===== src/rtl/pms_cfg.svh =====
// Command codes, field positions, reset values and timing of the supervisor
`ifndef PMS_CFG_SVH
`define PMS_CFG_SVH
`define C_VOUT   8'h21
`define C_RATE   8'h27
`define C_FREQ   8'h33
`define C_IL     8'h37
`define C_OVP    8'h40
`define C_OCF    8'h46
`define C_OCLV   8'h48
`define C_OTF    8'h4F
`define C_OTW    8'h51
`define C_UTF    8'h53
`define C_VINOV  8'h55
`define C_VINUV  8'h59
`define C_PGON   8'h5E
`define C_PGOFF  8'h5F
`define C_RISE   8'h61
`define C_STAT   8'h79
`define C_POL    8'hD0
`define C_RESP   8'hE1
`define C_DBV    8'hEF
`define C_ART    8'hF7
`define C_PINS   8'hF9
`define BLK_LEN  3'h7
`define BLK_EN   3'h6
// Reset values (mV, 10 mA, degC, kHz, us)
`define R_VOUT   16'h2EE0
`define R_RATE   16'h000A
`define R_FREQ   16'h00E6
`define R_IL     16'h0021
`define R_OVP    16'h3CF0
`define R_OCF    16'h1D4C
`define R_OCLV   16'h1F40
`define R_OTF    16'h007D
`define R_OTW    16'h0073
`define R_UTF    16'h0000
`define R_VINOV  16'hEA60
`define R_VINUV  16'h9C40
`define R_PGON   16'h1F40
`define R_PGOFF  16'h1388
`define R_RISE   16'h2710
`define R_POL    16'h0000
`define R_RESP   16'h0000
`define R_PINS   16'h0004
`define R_THR    16'h0FA0
`define R_THR2   16'h0BB8
`define R_THR3   16'h1770
`define R_THR4   16'h1388
`define R_K1     16'h0001
`define R_K2     16'h0002
`define R_K3     16'h0003
`define R_L1     16'h0100
`define R_L2     16'h0400
`define R_L3     16'h1000
`define R_OFF    16'h0000
// Field positions
`define P_ACS    0
`define P_OD     1
`define P_PG     2
`define P_SOUT   3
`define P_SIN    4
`define P_SA1    5
`define F_TEMP   0
`define F_VIN    1
`define F_OVP    2
`define S_OFF    6
`define S_OV     5
`define S_OC     4
`define S_VIN    3
`define S_TEMP   2
`define S_PG     11
`define FSW_MIN  16'h00B4
`define FSW_MAX  16'h00FA
`define SHARE_MV 8'h64
// Timing
`define CLK_MHZ      250
`define CLK_KHZ      250000
`define VIN_RESP_NS  100000
`define VIN_RESP_CYC ((`VIN_RESP_NS * `CLK_MHZ) / 1000)
`define RETRY_NS     4000
`define RETRY_CYC    ((`RETRY_NS * `CLK_MHZ) / 1000)
`endif


===== src/rtl/pms_pkg.sv =====
// Types shared by the supervisor
package pms_pkg;
  typedef enum {ST_OFF, ST_RAMP, ST_RUN, ST_FAULT} state_t;
  typedef enum {LV_LOW, LV_MID, LV_HIGH} level_t;
  typedef enum logic [4:0] {
    RI_VOUT, RI_RATE, RI_FREQ, RI_IL, RI_OVP, RI_OCF, RI_OCLV, RI_OTF,
    RI_OTW, RI_UTF, RI_VINOV, RI_VINUV, RI_PGON, RI_PGOFF, RI_RISE,
    RI_POL, RI_RESP, RI_PINS, RI_DBV
  } reg_idx_t;
endpackage


===== src/rtl/power_module_supervisor.sv =====
// Supervisor: power-good, fault handling, sharing, sync, levels, ramp
// Function
// - Power-good off during ramp and faults
// - Power-good on/off at programmable thresholds
// - Polarity 00 active low, 01 high
// - Push-pull default, open-drain when selected
// - Status flag good only when healthy
// - Interleave word: group, count, order
// - Interleave resets 0x0021; phase from order
// - One sync source, others receivers
// - Frequency 230 kHz default, 180-250 accepted
// - Over-temperature retries, resumes below warning
// - Temperature limits and responses programmable
// - Input voltage limits acted on within 100us
// - Output overvoltage limit default 30% above
// - Overvoltage shuts down, re-enables when clear
// - Overcurrent droop to 8V, then restart
// - Sharing trims output toward share line
// - Sharing idle during start-up ramp
// - Sharing trim limited to 100mV
// - Four current thresholds pick three levels
// - Level changes ramp at transition rate while running
// - Ramp factor from measured output capacitance
`timescale 1ns/10ps
`include "pms_cfg.svh"
module power_module_supervisor
  import pms_pkg::*;
#(
  parameter int unsigned VIN_CYC = `VIN_RESP_CYC
)(
  input  wire logic        CLK_SYS,
  input  wire logic        NRST,
  input  wire logic        CE,
  input  wire logic        CMD_WR,
  input  wire logic        CMD_RD,
  input  wire logic [7:0]  CMD_CODE,
  input  wire logic [2:0]  CMD_SEL,
  input  wire logic [15:0] CMD_WDATA,
  output      logic [15:0] CMD_RDATA,
  output      logic        CMD_ACK,
  input  wire logic        ON_REQ,
  input  wire logic [15:0] VOUT_MV,
  input  wire logic [15:0] IOUT_CA,
  input  wire logic [15:0] TEMP_C,
  input  wire logic [15:0] VIN_MV,
  input  wire logic [15:0] SHARE_CA,
  input  wire logic [15:0] CAP_UF,
  input  wire logic        MEAS_TICK,
  input  wire logic        CAP_VALID,
  input  wire logic        GOOD_OR_SYNC_PIN_I,
  output      logic        GOOD_OR_SYNC_PIN_O,
  output      logic        GOOD_OR_SYNC_PIN_OE,
  input  wire logic        ADDR1_I,
  output      logic        ADDR1_O,
  output      logic        ADDR1_OE,
  output      logic        PWR_EN,
  output      logic [15:0] VOUT_REF_MV,
  output      logic [7:0]  TRIM_MV,
  output      logic [15:0] RAMP_TIME_US,
  output      logic [8:0]  PHASE_DEG,
  output      logic [7:0]  FSW_KHZ,
  output      logic        SW_CLK
);

  localparam logic [15:0] RST_VAL [32] = '{
    `R_VOUT, `R_RATE, `R_FREQ, `R_IL, `R_OVP, `R_OCF, `R_OCLV, `R_OTF,
    `R_OTW, `R_UTF, `R_VINOV, `R_VINUV, `R_PGON, `R_PGOFF, `R_RISE,
    `R_POL, `R_RESP, `R_PINS,
    `R_THR, `R_THR2, `R_THR3, `R_THR4, `R_VOUT, `R_VOUT, `R_OFF,
    `R_K1, `R_K2, `R_K3, `R_L1, `R_L2, `R_L3, `R_OFF};
  localparam logic [4:0] ART_BASE = 5'(RI_DBV) + 5'(`BLK_LEN);

  // ****************************************************************
  // Helpers
  // ****************************************************************
  // Command code to register index; bit 5 marks a hit
  function automatic logic [5:0] map_code(input logic [7:0] c,
                                          input logic [2:0] s);
    map_code = 6'h00;
    case (c)
      `C_VOUT:  map_code = {1'b1, RI_VOUT};
      `C_RATE:  map_code = {1'b1, RI_RATE};
      `C_FREQ:  map_code = {1'b1, RI_FREQ};
      `C_IL:    map_code = {1'b1, RI_IL};
      `C_OVP:   map_code = {1'b1, RI_OVP};
      `C_OCF:   map_code = {1'b1, RI_OCF};
      `C_OCLV:  map_code = {1'b1, RI_OCLV};
      `C_OTF:   map_code = {1'b1, RI_OTF};
      `C_OTW:   map_code = {1'b1, RI_OTW};
      `C_UTF:   map_code = {1'b1, RI_UTF};
      `C_VINOV: map_code = {1'b1, RI_VINOV};
      `C_VINUV: map_code = {1'b1, RI_VINUV};
      `C_PGON:  map_code = {1'b1, RI_PGON};
      `C_PGOFF: map_code = {1'b1, RI_PGOFF};
      `C_RISE:  map_code = {1'b1, RI_RISE};
      `C_POL:   map_code = {1'b1, RI_POL};
      `C_RESP:  map_code = {1'b1, RI_RESP};
      `C_PINS:  map_code = {1'b1, RI_PINS};
      `C_DBV:   if (s < `BLK_LEN) map_code = {1'b1, 5'(RI_DBV) + {2'h0, s}};
      `C_ART:   if (s < `BLK_LEN) map_code = {1'b1, ART_BASE + {2'h0, s}};
      default:  map_code = 6'h00;
    endcase
  endfunction

  // Output within about 6 % of its reference
  function automatic logic in_tol(input logic [15:0] v,
                                  input logic [15:0] r);
    logic [15:0] d;
    d = (v > r) ? v - r : r - v;
    in_tol = d <= (r >> 4);
  endfunction

  // Phase offset in degrees for an interleave word
  function automatic logic [8:0] phase_of(input logic [15:0] il);
    logic [12:0] num;
    num = 13'd360 * {9'h000, il[3:0]};
    phase_of = (il[7:4] == 4'h0) ? 9'h000 :
               9'(num / {9'h000, il[7:4]});
  endfunction

  // ****************************************************************
  // Command port and register file
  // ****************************************************************
  logic [15:0] regs_r [32];
  logic [15:0] regs_nxt [32];
  logic [15:0] rdata_r, rdata_nxt, stat_w, pins, mask;
  logic        ack_r, ack_nxt;
  logic [5:0]  hit;

  // Writes to the frequency outside the range are dropped so the
  // divider below never sees a value it cannot meet
  always_comb begin
    regs_nxt  = regs_r;
    rdata_nxt = rdata_r;
    ack_nxt   = 1'b0;
    hit       = map_code(CMD_CODE, CMD_SEL);
    case (hit[4:0])
      RI_POL, RI_PINS: mask = 16'h00FF;
      RI_IL:           mask = 16'h0FFF;
      default:         mask = 16'hFFFF;
    endcase
    if (CMD_WR && hit[5]) begin
      ack_nxt = !(hit[4:0] == RI_FREQ &&
                  (CMD_WDATA < `FSW_MIN || CMD_WDATA > `FSW_MAX));
      if (ack_nxt) begin
        regs_nxt[hit[4:0]] = CMD_WDATA & mask;
      end
    end
    if (CMD_RD) begin
      ack_nxt   = hit[5] || CMD_CODE == `C_STAT;
      rdata_nxt = (CMD_CODE == `C_STAT) ? stat_w :
                  hit[5] ? regs_r[hit[4:0]] : 16'h0000;
    end
  end

  always_ff @(posedge CLK_SYS or negedge NRST) begin
    if (!NRST) begin
      regs_r  <= RST_VAL;
      rdata_r <= 16'h0000;
      ack_r   <= 1'b0;
    end else if (CE) begin
      regs_r  <= regs_nxt;
      rdata_r <= rdata_nxt;
      ack_r   <= ack_nxt;
    end
  end

  assign pins      = regs_r[RI_PINS];
  assign CMD_RDATA = rdata_r;
  assign CMD_ACK   = ack_r;
  assign FSW_KHZ   = regs_r[RI_FREQ][7:0];

  // ****************************************************************
  // Supervision datapath
  // ****************************************************************
  state_t      st_r, st_nxt;
  level_t      lvl_r, lvl_nxt;
  logic [9:0]  rc_r, rc_nxt;
  logic [14:0] vc_r, vc_nxt;
  logic [15:0] ref_r, ref_nxt, rt_r, rt_nxt, tgt, stp;
  logic [15:0] kf;
  logic [11:0] swc_r, swc_nxt, per;
  logic [8:0]  ph_r, ph_nxt;
  logic signed [7:0] trim_r, trim_nxt;
  logic vinf_r, vinf_nxt, ot_r, ot_nxt, pg_r, pg_nxt, en_r, en_nxt;
  logic sy_r, sy_nxt, swk_r, swk_nxt, po_r, po_nxt, poe_r, poe_nxt;
  logic ao_r, ao_nxt, aoe_r, aoe_nxt, lvl_pin;
  logic ut, output_overvolt_guard, overcurrent_guard, vin_bad, sd, any_flt, sync_in, is_src, is_rcv;

  // Fault conditions; a response bit set means continue running
  assign ut      = TEMP_C < regs_r[RI_UTF];
  assign output_overvolt_guard     = VOUT_MV > regs_r[RI_OVP];
  assign overcurrent_guard     = IOUT_CA > regs_r[RI_OCF] &&
                   VOUT_MV < regs_r[RI_OCLV];
  assign vin_bad = VIN_MV > regs_r[RI_VINOV] || VIN_MV < regs_r[RI_VINUV];
  assign any_flt = ot_r || ut || vinf_r || output_overvolt_guard || overcurrent_guard;
  assign sd = ((ot_r || ut) && !regs_r[RI_RESP][`F_TEMP]) ||
              (vinf_r && !regs_r[RI_RESP][`F_VIN]) ||
              (output_overvolt_guard && !regs_r[RI_RESP][`F_OVP]) || overcurrent_guard;
  assign is_src  = pins[`P_SOUT];
  assign is_rcv  = pins[`P_SIN] && !pins[`P_SOUT];
  assign sync_in = pins[`P_SA1] ? ADDR1_I : GOOD_OR_SYNC_PIN_I;
  assign per     = 12'(32'(`CLK_KHZ) / {16'h0000, regs_r[RI_FREQ]});
  assign stat_w  = {4'h0, pg_r && in_tol(VOUT_MV, ref_r), 4'h0,
                    st_r != ST_RUN, output_overvolt_guard, overcurrent_guard, vinf_r, ot_r || ut,
                    2'h0};

  always_comb begin
    st_nxt   = st_r;
    rc_nxt   = rc_r;
    rt_nxt   = rt_r;
    lvl_nxt  = lvl_r;
    ref_nxt  = ref_r;
    trim_nxt = trim_r;
    // Over-temperature holds until below the warning limit
    ot_nxt = (TEMP_C > regs_r[RI_OTF]) ||
             (ot_r && TEMP_C >= regs_r[RI_OTW]);
    // Input fault is qualified for the response window
    vc_nxt   = vin_bad ? ((vc_r < 15'(VIN_CYC)) ? vc_r + 15'h0001 : vc_r)
                       : 15'h0000;
    vinf_nxt = vin_bad && vc_nxt >= 15'(VIN_CYC);
    kf = (CAP_UF < regs_r[ART_BASE + 5'h03]) ? regs_r[ART_BASE] :
         (CAP_UF < regs_r[ART_BASE + 5'h04]) ? regs_r[ART_BASE + 5'h01] :
         regs_r[ART_BASE + 5'h02];
    case (st_r)
      ST_OFF: begin
        rt_nxt = regs_r[RI_RISE];
        if (ON_REQ && !sd) st_nxt = ST_RAMP;
      end
      ST_RAMP: begin
        if (CAP_VALID && regs_r[ART_BASE + 5'(`BLK_EN)][0]) begin
          rt_nxt = 16'(regs_r[RI_RISE] * kf);
        end
        if (sd) st_nxt = ST_FAULT;
        else if (!ON_REQ) st_nxt = ST_OFF;
        else if (in_tol(VOUT_MV, ref_r)) st_nxt = ST_RUN;
      end
      ST_RUN: begin
        if (sd) st_nxt = ST_FAULT;
        else if (!ON_REQ) st_nxt = ST_OFF;
      end
      ST_FAULT: begin
        // Hiccup: wait out the retry time with the fault gone
        rc_nxt = sd ? 10'h000 : rc_r + 10'h001;
        if (rc_r == 10'(`RETRY_CYC - 1)) st_nxt = ST_OFF;
      end
      default: st_nxt = ST_OFF;
    endcase
    if (st_nxt != ST_FAULT) rc_nxt = 10'h000;
    en_nxt = st_nxt == ST_RAMP || st_nxt == ST_RUN;
    // Load level selector, one step per measurement
    if (MEAS_TICK && regs_r[5'(RI_DBV) + 5'(`BLK_EN)][0]) begin
      case (lvl_r)
        LV_LOW: if (IOUT_CA > regs_r[RI_DBV]) lvl_nxt = LV_MID;
        LV_MID: begin
          if (IOUT_CA < regs_r[5'(RI_DBV) + 5'h01]) lvl_nxt = LV_LOW;
          else if (IOUT_CA > regs_r[5'(RI_DBV) + 5'h02]) lvl_nxt = LV_HIGH;
        end
        LV_HIGH: if (IOUT_CA < regs_r[5'(RI_DBV) + 5'h03]) lvl_nxt = LV_MID;
        default: lvl_nxt = LV_HIGH;
      endcase
    end else if (!regs_r[5'(RI_DBV) + 5'(`BLK_EN)][0]) begin
      lvl_nxt = LV_HIGH;
    end
    tgt = (lvl_r == LV_LOW) ? regs_r[5'(RI_DBV) + 5'h04] :
          (lvl_r == LV_MID) ? regs_r[5'(RI_DBV) + 5'h05] :
          regs_r[RI_VOUT];
    stp = (ref_r > tgt) ? ref_r - tgt : tgt - ref_r;
    if (stp > regs_r[RI_RATE]) stp = regs_r[RI_RATE];
    if (st_r != ST_RUN) ref_nxt = tgt;
    else if (MEAS_TICK) begin
      ref_nxt = (ref_r > tgt) ? ref_r - stp : ref_r + stp;
    end
    // Share trim steps 1 mV per measurement, clamped, idle in ramp
    if (st_r != ST_RUN || !pins[`P_ACS]) trim_nxt = 8'sh00;
    else if (MEAS_TICK) begin
      if (IOUT_CA < SHARE_CA && trim_r < $signed(`SHARE_MV))
        trim_nxt = trim_r + 8'sh01;
      else if (IOUT_CA > SHARE_CA && trim_r > -$signed(`SHARE_MV))
        trim_nxt = trim_r - 8'sh01;
    end
    // Power-good with hysteresis, forced off outside regulation
    if (st_r != ST_RUN || any_flt) pg_nxt = 1'b0;
    else if (pg_r) pg_nxt = VOUT_MV >= regs_r[RI_PGOFF];
    else pg_nxt = VOUT_MV > regs_r[RI_PGON];
    lvl_pin = regs_r[RI_POL][0] ? pg_nxt : !pg_nxt;
    // Switching clock; a receiver realigns on the sync edge
    sy_nxt  = sync_in;
    swc_nxt = ((is_rcv && sync_in && !sy_r) || swc_r >= per - 12'h001)
              ? 12'h000 : swc_r + 12'h001;
    swk_nxt = swc_nxt < (per >> 1);
    ph_nxt  = phase_of(regs_r[RI_IL]);
    // Pin 6 carries sync when chosen there, else power-good if enabled and not a receiver
    po_nxt  = 1'b0;
    poe_nxt = 1'b0;
    if (is_src && !pins[`P_SA1]) begin
      po_nxt  = swk_nxt;
      poe_nxt = 1'b1;
    end else if (!is_rcv && pins[`P_PG]) begin
      po_nxt  = pins[`P_OD] ? 1'b0 : lvl_pin;
      poe_nxt = pins[`P_OD] ? !lvl_pin : 1'b1;
    end
    ao_nxt  = swk_nxt;
    aoe_nxt = is_src && pins[`P_SA1];
  end

  always_ff @(posedge CLK_SYS or negedge NRST) begin
    if (!NRST) begin
      st_r <= ST_OFF;
      lvl_r <= LV_HIGH;
      rc_r <= 10'h000;
      vc_r <= 15'h0000;
      rt_r <= `R_RISE;
      ref_r <= `R_VOUT;
      trim_r <= 8'sh00;
      swc_r <= 12'h000;
      ph_r <= 9'h000;
      {vinf_r, ot_r, pg_r, en_r, sy_r, swk_r} <= 6'h00;
      {ao_r, aoe_r, po_r, poe_r} <= 4'h0;
    end else if (CE) begin
      st_r <= st_nxt;
      lvl_r <= lvl_nxt;
      rc_r <= rc_nxt;
      vc_r <= vc_nxt;
      rt_r <= rt_nxt;
      ref_r <= ref_nxt;
      trim_r <= trim_nxt;
      swc_r <= swc_nxt;
      ph_r <= ph_nxt;
      {vinf_r, ot_r, pg_r, en_r} <= {vinf_nxt, ot_nxt, pg_nxt, en_nxt};
      {sy_r, swk_r} <= {sy_nxt, swk_nxt};
      {ao_r, aoe_r, po_r, poe_r} <= {ao_nxt, aoe_nxt, po_nxt, poe_nxt};
    end
  end

  assign PWR_EN       = en_r;
  assign VOUT_REF_MV  = ref_r;
  assign TRIM_MV      = trim_r;
  assign RAMP_TIME_US = rt_r;
  assign PHASE_DEG    = ph_r;
  assign SW_CLK       = swk_r;
  assign GOOD_OR_SYNC_PIN_O    = po_r;
  assign GOOD_OR_SYNC_PIN_OE   = poe_r;
  assign ADDR1_O      = ao_r;
  assign ADDR1_OE     = aoe_r;

  // ****************************************************************
  // Assertions
  // ****************************************************************
  property p_pg_off;
    @(posedge CLK_SYS) disable iff (!NRST)
    CE && (st_r != ST_RUN || any_flt) |=> !pg_r;
  endproperty
  a_pg_off: assert property (p_pg_off)
    else $error("power-good set outside healthy run");
  property p_pg_on;
    @(posedge CLK_SYS) disable iff (!NRST)
    CE && st_r == ST_RUN && !any_flt && VOUT_MV > regs_r[RI_PGON]
    |=> pg_r;
  endproperty
  a_pg_on: assert property (p_pg_on)
    else $error("power-good missed above on threshold");
  property p_pol;
    @(posedge CLK_SYS) disable iff (!NRST)
    CE && !is_src && !is_rcv && pins[`P_PG] && !pins[`P_OD]
    |=> GOOD_OR_SYNC_PIN_OE && GOOD_OR_SYNC_PIN_O == ($past(regs_r[RI_POL][0]) ~^ pg_r);
  endproperty
  a_pol: assert property (p_pol)
    else $error("power-good pin level wrong for polarity");
  property p_od;
    @(posedge CLK_SYS) disable iff (!NRST)
    CE && pins[`P_OD] && !is_src |=> !GOOD_OR_SYNC_PIN_O;
  endproperty
  a_od: assert property (p_od)
    else $error("open-drain pin driven high");
  property p_stat;
    @(posedge CLK_SYS) disable iff (!NRST)
    CE && CMD_RD && CMD_CODE == `C_STAT && !pg_r |=> !CMD_RDATA[`S_PG];
  endproperty
  a_stat: assert property (p_stat)
    else $error("status good flag without power-good");
  property p_phase;
    @(posedge CLK_SYS) disable iff (!NRST)
    CE ##1 CE |-> PHASE_DEG == phase_of($past(regs_r[RI_IL]));
  endproperty
  a_phase: assert property (p_phase)
    else $error("phase offset does not follow interleave");
  property p_trim;
    @(posedge CLK_SYS) disable iff (!NRST)
    (trim_r <= 8'sh64 && trim_r >= -8'sh64) and
    (st_r != ST_RUN && CE |=> trim_r == 8'sh00);
  endproperty
  a_trim: assert property (p_trim)
    else $error("share trim out of range or active in ramp");
  property p_vin;
    @(posedge CLK_SYS) disable iff (!NRST)
    (vc_r <= 15'(VIN_CYC)) and (vinf_r |-> vc_r == 15'(VIN_CYC));
  endproperty
  a_vin: assert property (p_vin)
    else $error("input fault qualification wrong");
  property p_ovp;
    @(posedge CLK_SYS) disable iff (!NRST)
    CE && output_overvolt_guard && !regs_r[RI_RESP][`F_OVP] |=> !PWR_EN;
  endproperty
  a_ovp: assert property (p_ovp)
    else $error("output not shut down on overvoltage");
  property p_step;
    @(posedge CLK_SYS) disable iff (!NRST)
    lvl_r == LV_LOW |=> lvl_r != LV_HIGH;
  endproperty
  a_step: assert property (p_step)
    else $error("level moved two steps at once");
  c_pg: cover property (@(posedge CLK_SYS) disable iff (!NRST)
    !pg_r ##1 pg_r);
  c_flt: cover property (@(posedge CLK_SYS) disable iff (!NRST)
    st_r == ST_RUN ##1 st_r == ST_FAULT);
  c_low: cover property (@(posedge CLK_SYS) disable iff (!NRST)
    lvl_r == LV_MID ##1 lvl_r == LV_LOW);
endmodule


===== config.mk =====
export PLATFORM = sky130hd
export DESIGN_NAME = power_module_supervisor
export DESIGN_NICKNAME = d
export VERILOG_FILES = /design/src/rtl/pms_pkg.sv /design/src/rtl/power_module_supervisor.sv
export VERILOG_INCLUDE_DIRS = /design/src /design/src/rtl
export SDC_FILE = /design/constraint.sdc
export NUM_CORES = 2
export LEC_CHECK = 0
export BUFFER_PORTS_ARGS = -buffer_cell sky130_fd_sc_hd__buf_4
export CAP_MARGIN = 20
export CORE_ASPECT_RATIO = 1.1
export CORE_MARGIN = 5
export CORE_UTILIZATION = 45
export CTS_CLUSTER_DIAMETER = 150
export DETAILED_ROUTE_END_ITERATION = 16
export PLACE_DENSITY = 0.68
export SETUP_SLACK_MARGIN = 0.4
export SLEW_MARGIN = 20
export SYNTH_ARGS = -nofsm -noshare
export SYNTH_HDL_FRONTEND = slang
export SYNTH_SLANG_ARGS = --single-unit

===== constraint.sdc =====
create_clock -name CLK_SYS -period 136 [get_ports CLK_SYS]
set_input_delay 27.2 -clock CLK_SYS [delete_from_list [all_inputs] [get_ports CLK_SYS]]
set_output_delay 27.2 -clock CLK_SYS [all_outputs]
set_load 0.02 [all_outputs]

==> impl_metrics.toml <==
[outcome]
status = "complete, no violations"

[clock_tree]
cts_root_buf = "clkbuf_16"
clockBufferDepth = 3
h-tree-depth = 3
ctsResizeCount = 0
cts_setup_buffers = 0
cts_tree = "yes"
cts_buffers = 77
clk_pin_slew_ns = 0.06
hold_buffers = 0
numClockSinks = 658
clk-insertion-delay-late_ns = 0.71

[floorplanning]
die_w_um = 399
core_sq_mm = 0.165
die_area_sq_mm = 0.174
initial_core_util_pct = 45.4
core.rowCount = 156
pin_count = 213
die_h_um = 437

[place]
place.port_buffers = 212
hpwl_um = 197000
gp_congestion = 1.01
dpl_worst_slack_ns = 37.14

[synth]
synth.distinct_cells = 134
synth_enable_flop_cells = 0
synthArstFlopShare_pct = 100
avgSynthCellArea_sq_um = 7.92
synth_fp_nets = 10500
synth.ff_latch_count = 658
synthTopCellsByArea = "dfrtp_1, ha_1, nand2_1, mux2_2, o21ai_0"
synth_seq_area_share_pct = 22.3
synth_top_area_share_pct = 17.5
synth_cells = 9436
synth_area_leader_cell = "dfrtp_1"
netlist_area_sq_mm = 0.0747
synth_ff_type = "dfrtp_1"
yosysWarnings = 0

[timing]
tightest_slew_ns = 1.16
fmax_mhz = 9.93
fin_crit_sh_pct = 74.1
fin_setup_tns_ns = 0
period_minus_slack_ns = 100.73
hold_violations = 0
setup_violations = 0
setup_slack_ns = 35.27
max-slew-margin-rel_pct = 22.3
timing.hold.ws_ns = 0.480
drv_slew = 0
rsz0062_at_grt = "no"
skew_ns = 0.0501

[final_layout]
fillers = 15900
nets = 10500
drive_gt1_share_pct = 11.5
syn_to_final_growth_pct = 8.49

[critical_path]
reg2reg_depth = 431
reg2reg_from = "FSW_KHZ[4]"
cp.required_ns = 136.58
worst_path_most_repeated_cell = "o21ai_0"
r2r-end = "ADDR1_O"
cp.arrival_ns = 101.32
worst-r2r-setup-slack_ns = 35.27
slowest_stage = "o41ai_1"
slowest_delay_ns = 0.85
crit_path_start_kind = "register"
crit_type = "reg2reg"
end_kind = "register"
cp_max_fo = 40

[grt]
grt_use_total_pct = 29.2
grt_max_degree = 165
overflow = 0
grt_pass1_vias = 69100
antenna_found_initial = 9
grt_pass1_wl_um = 402000

[detailed_routing]
dr.pass1.iters = 6
drt_iter0_drc = 6398
wl_um = 265000
ant_nets = 0
vias = 71800
wl_per_cell_um = 22.7
via_per_inst = 6.15
wl_met1_um = 109000
top_layer = "met5"
route.met3.wl_um = 20800
wl_met2_um = 118000
drcViolationCount = 0

[min_path]
min_path_cells = 2
min-delay-path-class = "reg2reg"
worstHoldStart = "regs_r[253]"
holdPathEnd = "regs_r[253]"

[power_and_ir_drop]
vdd_ir_drop_max_uv = 16.8
powerDensity_mw_per_mm2 = 12.6
p_leak_nw = 37.6

[run]
max-cap-violations = 0
## cells in the mapped netlist, drive strengths merged (43+ instances only)
cell type / number
nand2: 1289
ha: 874
o21ai: 742
inv: 650
a21oi: 618
nor2: 586
dfrtp: 522
mux2: 360
clkbuf: 332
xnor2: 270
a21o: 242
nand3: 209
nor2b: 209
nand2b: 193
nor3: 149
o21a: 144
o211ai: 138
dfstp: 136
xor2: 130
mux2i: 121
a31oi: 113
o31ai: 111
and2: 110
and3: 110
buf: 100
nand4: 99
fa: 89
nor4: 58
a311oi: 51
o21bai: 46
o22ai: 46
or3: 45
or2: 43
## metal layers
metal	vias to the layer above	track usage, %
li1	33600	-
met1	34700	37.4
met2	2868	47.0
met3	657	4.75
met4	4	15.8
met5	-	0
## worst max path at each step
| stage | startpoint | endpoint | slack (ns) | cells after the start |
|---|---|---|---|---|
| floorplan | FSW_KHZ[0] | ADDR1_O | 48.02 | 471 |
| global placement | FSW_KHZ[4] | ADDR1_O | 40.29 | 429 |
| detailed placement | FSW_KHZ[4] | ADDR1_O | 37.14 | 428 |
| CTS | FSW_KHZ[4] | ADDR1_O | 36.73 | 427 |
| global route | FSW_KHZ[7] | ADDR1_O | 25.96 | 426 |
| finish | FSW_KHZ[4] | ADDR1_O | 35.27 | 431 |
## worst max-delay path, delay by kind of cell, from the launching register on
family	cells	cell delay, ns
adder cells (fa/ha/maj)	32	10.33
multiplexers	6	1.88
XOR/XNOR	3	0.43
AO/OA/AOI/OAI	243	53.07
buffers and inverters	20	6.26
flip-flops	1	0.44
AND/OR/NAND/NOR	127	27.99
## registers in the layout, indices dropped and copies added, names as in the netlist, 2 cells and up
register,cells
pins,16
FSW_KHZ,8
st_r,32
lvl_r,2
regs_r,488
RAMP_TIME_US,16
VOUT_REF_MV,16
PHASE_DEG,9
swc_r,12
TRIM_MV,8
vc_r,15
CMD_RDATA,16
rc_r,10
## cell type report
cell class | count | area [sq um] | share of cell area (%)
Multi-Input combinational cell | 7694 | 54100 | 66.7
Clock inverter | 38 | 627 | 0.773
Tap cell | 2212 | 2770 | 3.41
Clock buffer | 106 | 2130 | 2.62
Timing Repair Buffer | 309 | 2360 | 2.92
Antenna cell | 5 | 12.5 | 0.0154
Sequential cell | 658 | 16600 | 20.5
Inverter | 652 | 2450 | 3.02
## cells by family (layout without fill, tap and decap cells)
kind of cell | Yosys count | after routing | synth area share (%)
fa+ha+maj | 964 | 964 | 17.0
xor+xnor | 400 | 400 | 4.69
flops | 658 | 658 | 22.3
simple gates | 3200 | 3200 | 20.5
mux | 481 | 481 | 7.06
compound gates | 2649 | 2649 | 22.9
other cells | 0 | 5 | 0
buf+inv | 1084 | 1105 | 5.56
## per-stage QoR
stage | instance area, sq um | std cells | util [%] | total power, mW
finish | 81100 | 11700 | 49.2 | 1.02
CTS | 81000 | 11700 | 49.2 | 1.01
global route | 81000 | 11700 | 49.2 | 1.09
global placement | 78300 | 11500 | 47.5 | 0.769
floorplan | 74700 | 9436 | - | 0.645
detailed placement | 78300 | 11500 | 47.5 | 0.783
## cell usage in the layout (no fill, tap or decap), types with 242 or more instances in the layout
cell,instances
nor2_1,581
buf_4,305
o21ai_0,715
nand2_1,1280
xnor2_1,270
a21o_1,242
mux2_2,355
inv_1,641
a21oi_1,610
ha_1,874
dfrtp_1,521
## report_power, final
| group | total (mW) | switching [mW] | internal [mW] | leakage, nW |
|---|---|---|---|---|
| Combinational | 0.575 | 0.340 | 0.235 | 27.8 |
| Sequential | 0.217 | 0.0109 | 0.206 | 8.55 |
| Clock | 0.229 | 0.0962 | 0.133 | 1.31 |
| Total | 1.02 | 0.447 | 0.574 | 37.6 |
(Power assumes the default switching activity.)
